<file path="src/logic/bsx_cfg.svh">
// Overview of operation
// - clear memory bit skips next instruction via dummy cycle; flags kept.
// - current-page table read writes word low byte to memory; flags kept.
// - current-page table read loads word high byte into table high byte.
// - last-page table read: low byte to memory, high byte to register.
// - accumulator xor memory goes to accumulator; only zero flag updated.
// - accumulator xor memory goes back to memory; only zero flag updated.
// - accumulator xor immediate into accumulator; only zero flag updated.
`ifndef BSX_CFG_SVH
`define BSX_CFG_SVH
`define BSX_DATA_W      8
`define BSX_DADDR_W     7
`define BSX_PADDR_W     10
`define BSX_PAGE_W      2
`define BSX_WORD_W      16
`define BSX_ACC_RST     8'h00
`define BSX_ZERO_RST    1'b0
`define BSX_THB_RST     8'h00
`define BSX_LAST_PAGE   2'h3
`endif

</file>
<file path="src/logic/bsx_pkg.sv">
`default_nettype none
`include "bsx_cfg.svh"
package bsx_pkg;
    // ------------------------------------------------------------
    // operation codes and carried instruction fields
    // ------------------------------------------------------------
    typedef enum logic [2:0] {
        BSX_OP_NONE   = 3'b000,
        BSX_OP_SKIPZ  = 3'b001,
        BSX_OP_TRDC   = 3'b010,
        BSX_OP_TRDL   = 3'b011,
        BSX_OP_XORA   = 3'b100,
        BSX_OP_XORW   = 3'b101,
        BSX_OP_XORI   = 3'b110
    } bsx_op_t;

    typedef struct packed {
        bsx_op_t                    op;
        logic [`BSX_DADDR_W-1:0]    addr;
        logic [2:0]                 bit_sel;
        logic [`BSX_DATA_W-1:0]     imm;
    } bsx_instr_t;

    typedef struct packed {
        logic                       we;
        logic [`BSX_DADDR_W-1:0]    addr;
        logic [`BSX_DATA_W-1:0]     wdata;
    } bsx_dwr_t;
endpackage
`default_nettype wire

</file>
<file path="src/logic/bsx_exec.sv">
`default_nettype none
`include "bsx_cfg.svh"
module bsx_exec
    import bsx_pkg::*;
(
    // clock and reset
    input  wire logic                       mclk,
    input  wire logic                       rst,
    // instruction issue
    input  wire logic                       ins_valid,
    input  wire bsx_instr_t                 ins,
    output logic                            ins_ready,
    // data memory read port (combinational read)
    output logic [`BSX_DADDR_W-1:0]         dmem_raddr,
    input  wire logic [`BSX_DATA_W-1:0]     dmem_rdata,
    // data memory write port
    output bsx_dwr_t                        dmem_wr,
    // program memory read port (combinational read)
    input  wire logic [`BSX_PADDR_W-1:0]    pc,
    input  wire logic [`BSX_DATA_W-1:0]     table_address_pointer,
    output logic [`BSX_PADDR_W-1:0]         pmem_addr,
    input  wire logic [`BSX_WORD_W-1:0]     pmem_rdata,
    // core state
    output logic [`BSX_DATA_W-1:0]          accumulator,
    output logic                            zero_flag,
    output logic [`BSX_DATA_W-1:0]          table_high_byte_reg,
    output logic                            skip_dummy
);
    // ------------------------------------------------------------
    // state
    // ------------------------------------------------------------
    typedef enum logic [0:0] {
        BSX_ST_RUN   = 1'b0,
        BSX_ST_DUMMY = 1'b1
    } bsx_state_t;

    bsx_state_t                 st_r, st_nxt;
    logic [`BSX_DATA_W-1:0]     acc_r, acc_nxt;
    logic                       z_r, z_nxt;
    logic [`BSX_DATA_W-1:0]     thb_r, thb_nxt;
    bsx_dwr_t                   wr_r, wr_nxt;
    logic [`BSX_DATA_W-1:0]     xor_b;
    logic [`BSX_DATA_W-1:0]     xor_res;
    logic                       xor_zero;
    logic                       take;

    // a new instruction is refused while the dummy cycle runs
    assign ins_ready  = (st_r == BSX_ST_RUN);
    assign take       = ins_valid && ins_ready;
    assign dmem_raddr = ins.addr;
    assign xor_b      = (ins.op == BSX_OP_XORI) ? ins.imm : dmem_rdata;

    // ------------------------------------------------------------
    // table fetch address: page bits from pc or fixed last page
    // ------------------------------------------------------------
    always_comb
    begin
        if (ins.op == BSX_OP_TRDL)
            pmem_addr = {`BSX_LAST_PAGE, table_address_pointer};
        else
            pmem_addr = {pc[`BSX_PADDR_W-1 -: `BSX_PAGE_W],
                         table_address_pointer};
    end

    bsx_xor_unit u_xor (
        .opa  (acc_r),
        .opb  (xor_b),
        .res  (xor_res),
        .zero (xor_zero)
    );

    // ------------------------------------------------------------
    // next-state decode
    // ------------------------------------------------------------
    // flags hold by default; only xor ops touch the zero flag
    always_comb
    begin
        st_nxt   = BSX_ST_RUN;
        acc_nxt  = acc_r;
        z_nxt    = z_r;
        thb_nxt  = thb_r;
        wr_nxt   = '0;
        if (take)
        begin
            case (ins.op)
                BSX_OP_SKIPZ:
                begin
                    if (!dmem_rdata[ins.bit_sel])
                        st_nxt = BSX_ST_DUMMY;
                end
                BSX_OP_TRDC, BSX_OP_TRDL:
                begin
                    wr_nxt   = '{1'b1, ins.addr,
                                 pmem_rdata[`BSX_DATA_W-1:0]};
                    thb_nxt  = pmem_rdata[`BSX_WORD_W-1:`BSX_DATA_W];
                end
                BSX_OP_XORA, BSX_OP_XORI:
                begin
                    acc_nxt = xor_res;
                    z_nxt   = xor_zero;
                end
                BSX_OP_XORW:
                begin
                    wr_nxt = '{1'b1, ins.addr, xor_res};
                    z_nxt  = xor_zero;
                end
                default:
                begin
                    st_nxt = BSX_ST_RUN;
                end
            endcase
        end
    end

    // ------------------------------------------------------------
    // registers
    // ------------------------------------------------------------
    always_ff @(posedge mclk)
    begin
        if (rst)
        begin
            st_r   <= BSX_ST_RUN;
            acc_r  <= `BSX_ACC_RST;
            z_r    <= `BSX_ZERO_RST;
            thb_r  <= `BSX_THB_RST;
            wr_r   <= '0;
        end
        else
        begin
            st_r   <= st_nxt;
            acc_r  <= acc_nxt;
            z_r    <= z_nxt;
            thb_r  <= thb_nxt;
            wr_r   <= wr_nxt;
        end
    end

    assign accumulator         = acc_r;
    assign zero_flag           = z_r;
    assign table_high_byte_reg = thb_r;
    assign dmem_wr             = wr_r;
    assign skip_dummy          = (st_r == BSX_ST_DUMMY);
endmodule // bsx_exec
`default_nettype wire

</file>
<file path="src/logic/bsx_xor_unit.sv">
`default_nettype none
`include "bsx_cfg.svh"
module bsx_xor_unit
    import bsx_pkg::*;
(
    // operands
    input  wire logic [`BSX_DATA_W-1:0] opa,
    input  wire logic [`BSX_DATA_W-1:0] opb,
    // result
    output logic [`BSX_DATA_W-1:0]      res,
    output logic                        zero
);
    // ------------------------------------------------------------
    // bitwise xor, one generate lane per bit
    // ------------------------------------------------------------
    genvar g;
    generate
        for (g = 0; g < `BSX_DATA_W; g++)
        begin : g_lane
            assign res[g] = opa[g] ^ opb[g];
        end
    endgenerate

    // zero flag from the full byte
    assign zero = (res == '0);
endmodule // bsx_xor_unit
`default_nettype wire

</file>
<file path="config.mk">
export PLATFORM = sky130hd
export DESIGN_NAME = bsx_exec
export DESIGN_NICKNAME = d
export VERILOG_FILES = /design/src/logic/bsx_pkg.sv /design/src/logic/bsx_exec.sv /design/src/logic/bsx_xor_unit.sv
export VERILOG_INCLUDE_DIRS = /design/src /design/src/logic
export SDC_FILE = /design/constraint.sdc
export NUM_CORES = 1
export LEC_CHECK = 0
export BUFFER_PORTS_ARGS = -buffer_cell sky130_fd_sc_hd__buf_2
export CAP_MARGIN = 15
export CORE_MARGIN = 2
export CORE_UTILIZATION = 36
export CTS_CLUSTER_SIZE = 24
export DETAILED_ROUTE_END_ITERATION = 8
export PLACE_DENSITY = 0.81
export SETUP_SLACK_MARGIN = 0.3
export SYNTH_ARGS = -nofsm -noshare
export SYNTH_HDL_FRONTEND = slang
export SYNTH_SLANG_ARGS = --single-unit
</file>
<file path="constraint.sdc">
create_clock -name mclk -period 1.75 [get_ports mclk]
set_clock_uncertainty 0.2 [all_clocks]
set_input_delay 0.175 -clock mclk [delete_from_list [all_inputs] [get_ports mclk]]
set_output_delay 0.175 -clock mclk [all_outputs]
set_load 0.02 [all_outputs]
</file>
==> flow_summary.yaml <==
worst_setup_path:
  rrSetupSlack_ps: 240
  reg2reg_depth: 5
  r2r-end: "accumulator[1]$_SDFFE_PP0P_"
  start_kind: "flop"
  worstSetupStartpoint: "skip_dummy$_SDFF_PP0_"
  worstSetupPathType: "reg2reg"
  cp_max_fo: 14
  required_ps: 1770
  r2r_start: "skip_dummy$_SDFF_PP0_"
  end_kind: "flop"
  crit_end: "accumulator[1]$_SDFFE_PP0P_"
  crit_arrival_ps: 1530
timing:
  tns_ps: 0
  rsz0062_at_grt: "yes"
  slew_headroom: 0.809
  finalSetupViolations: 0
  fmax_mhz: 662
  timing.final.crit_period_ps: 1510
  tightest_slew_ps: 283
  hold_violations: 0
  holdWs_ps: 39.4
  post-route-period-util: 0.863
  final_max_slew_viol_count: 0
cts:
  cts_root_buf: "clkbuf_8"
  path_clk_slew_ps: 70
  cts_tree: "built"
  cts_max_level: 2
  cts_num_sinks: 34
  cts_buffers: 5
  clkLatencyLatePin_ps: 280
  clockBufferDepth: 2
floorplan:
  rows: 24
  die_y_um: 70.2
  die_w_um: 70.2
  ios: 118
  die_area_mm2: 0.00492
  start_util: 0.367
  coreArea_mm2: 0.00429
finish:
  final_common_cell: "buf_2"
  diodes: 0
  postLayoutCoreUtil: 0.601
  largest_reg_flops: 16
  fin_nets: 345
  drive_gt1_frac: 0.511
  syn2layout_area_growth_pct: 63.8
  final_cell_mix: "90 x buf_2, 33 x dfxtp_1, 24 x dlygate4sd3_1, 18 x nor2_1, 12 x buf_4"
pwr:
  total_leakage_power_uw: 0.00120
  finalPower_uw: 1810
  power.density_mw_per_mm2: 700
  peakVddDrop_v: 0.000336
placed_design:
  io_buffer_count: 93
  dp_hpwl_um: 3140
  routabilityCongestion: 0.761
yosys:
  yosysWarnings: 0
  postSynthAreaPerCell_um2: 9.79
  synth_nets: 227
  synth.ff_latch_count: 34
  ys_types: 33
  yosys.area.top_type_share: 0.432
  syn_inst: 161
  synth_top_cell_by_area: "dfxtp_1"
  syn_area_mm2: 0.00158
  synth-seq-area-share: 0.432
  synth_area_leaders: "dfxtp_1 43%, mux2i_1 8.9%, buf_4 7.1%"
detailed_routing:
  remaining_drc_errors: 0
  drt_iter0_markers: 56
  drt-pass1-iter-count: 4
  drt-met1-wl_um: 1870
  wl_met3_um: 268
  topRoutingLayerUsed: "met4"
  vias: 1590
  via_per_inst: 4.79
  routedWlPerCell_um: 14.4
  met2_wirelength_um: 2560
  antenna_left: 0
  postRouteWirelength_um: 4770
global_route:
  grt_usage: 0.185
  grt_pass1_wl_um: 7210
  gr-total-overflow: 0
  antenna_found_initial: 0
  grt_pass1_vias: 1617
  grt_max_degree: 19
min_path:
  hp-class: "in2reg"
run_status:
  status: "complete, no violations"
run:
  drv_cap: 0
-- through the flow --
stage | worst slack, ps | std cells | area [um2]
final | 240 | 332 | 2580
after CTS | 225 | 329 | 2440
after floorplan | 249 | 161 | 1600
after detailed placement | -18.4 | 294 | 2060
after global routing | 187 | 332 | 2580
after global placement | 32.6 | 294 | 2060
-- where the power goes --
part	total [uW]	leakage (uW)	switching, uW	internal, uW
clock	592	0.0000482	275	317
combinational	406	0.000875	194	212
sequential	809	0.000277	13.6	795
-- repair_timing --
| item | in CTS | in global routing |
|---|---|---|
| pin swaps | 0 | 5 |
| resized for setup | 5 | 23 |
| endpoints found under the setup margin | 18 | 19 |
| endpoints found under the hold margin | 24 | 0 |
| hold buffers | 24 | 0 |
| setup buffers | 3 | 3 |
-- synthesized netlist by cell type (all sizes together) --
cell,number
dfxtp,34
buf,19
nor2,19
mux2i,16
a21oi,9
and2,8
o21ai,8
or3,8
a22oi,7
xnor2,7
clkbuf,3
a21o,2
mux4,2
nand2,2
nand2b,2
nand3b,2
nor2b,2
nor4,2
a21boi,1
a41o,1
and3b,1
inv,1
mux2,1
nor3,1
o31a,1
or2b,1
xor2,1
-- critical path, stage by stage, from the launching register on --
cell	delay [ps]
dfxtp_4	360
nor2b_4	130
nand3b_1	100
buf_6	160
or3_4	380
a21oi_2	130
-- kinds of logic after synthesis --
| family | share of synthesized area |
|---|---|
| AO/OA/AOI/OAI | 0.115 |
| XOR/XNOR | 0.0444 |
| buffers and inverters | 0.101 |
| flip-flops | 0.432 |
| multiplexers | 0.142 |
| AND/OR/NAND/NOR | 0.166 |
-- area by class of cell --
| cell class | count | area (um2) |
|---|---|---|
| sequential | 34 | 684 |
| fill | 367 | 1710 |
| clock inverter | 1 | 5.00 |
| clock buffer | 7 | 86.3 |
| tap | 52 | 65.1 |
| timing repair buffer | 133 | 868 |
| inverter | 1 | 3.75 |
| multi-input combinational | 104 | 870 |
-- per-layer routing --
| layer | GRT usage | up-vias |
|---|---|---|
| met2 | 0.346 | 65 |
| met3 | 0.0577 | 10 |
| met1 | 0.195 | 734 |
| met5 | 0 | - |
| met4 | 0.0577 | 0 |
| li1 | - | 781 |
-- how the worst min path moves through the flow --
| stage | from | endpoint | slack [ps] | cells past startpoint |
|---|---|---|---|---|
| after global routing | ins[10] | skip_dummy$_SDFF_PP0_ | 40 | 3 |
| after global placement | table_address_pointer[2] | pmem_addr[2] | 150 | 0 |
| after CTS | ins[10] | skip_dummy$_SDFF_PP0_ | 20 | 3 |
| after floorplan | ins[19] | skip_dummy$_SDFF_PP0_ | 40 | 1 |
| final | ins[10] | skip_dummy$_SDFF_PP0_ | 40 | 3 |
| after detailed placement | table_address_pointer[2] | pmem_addr[2] | 150 | 0 |
(Power assumes the default switching activity.)
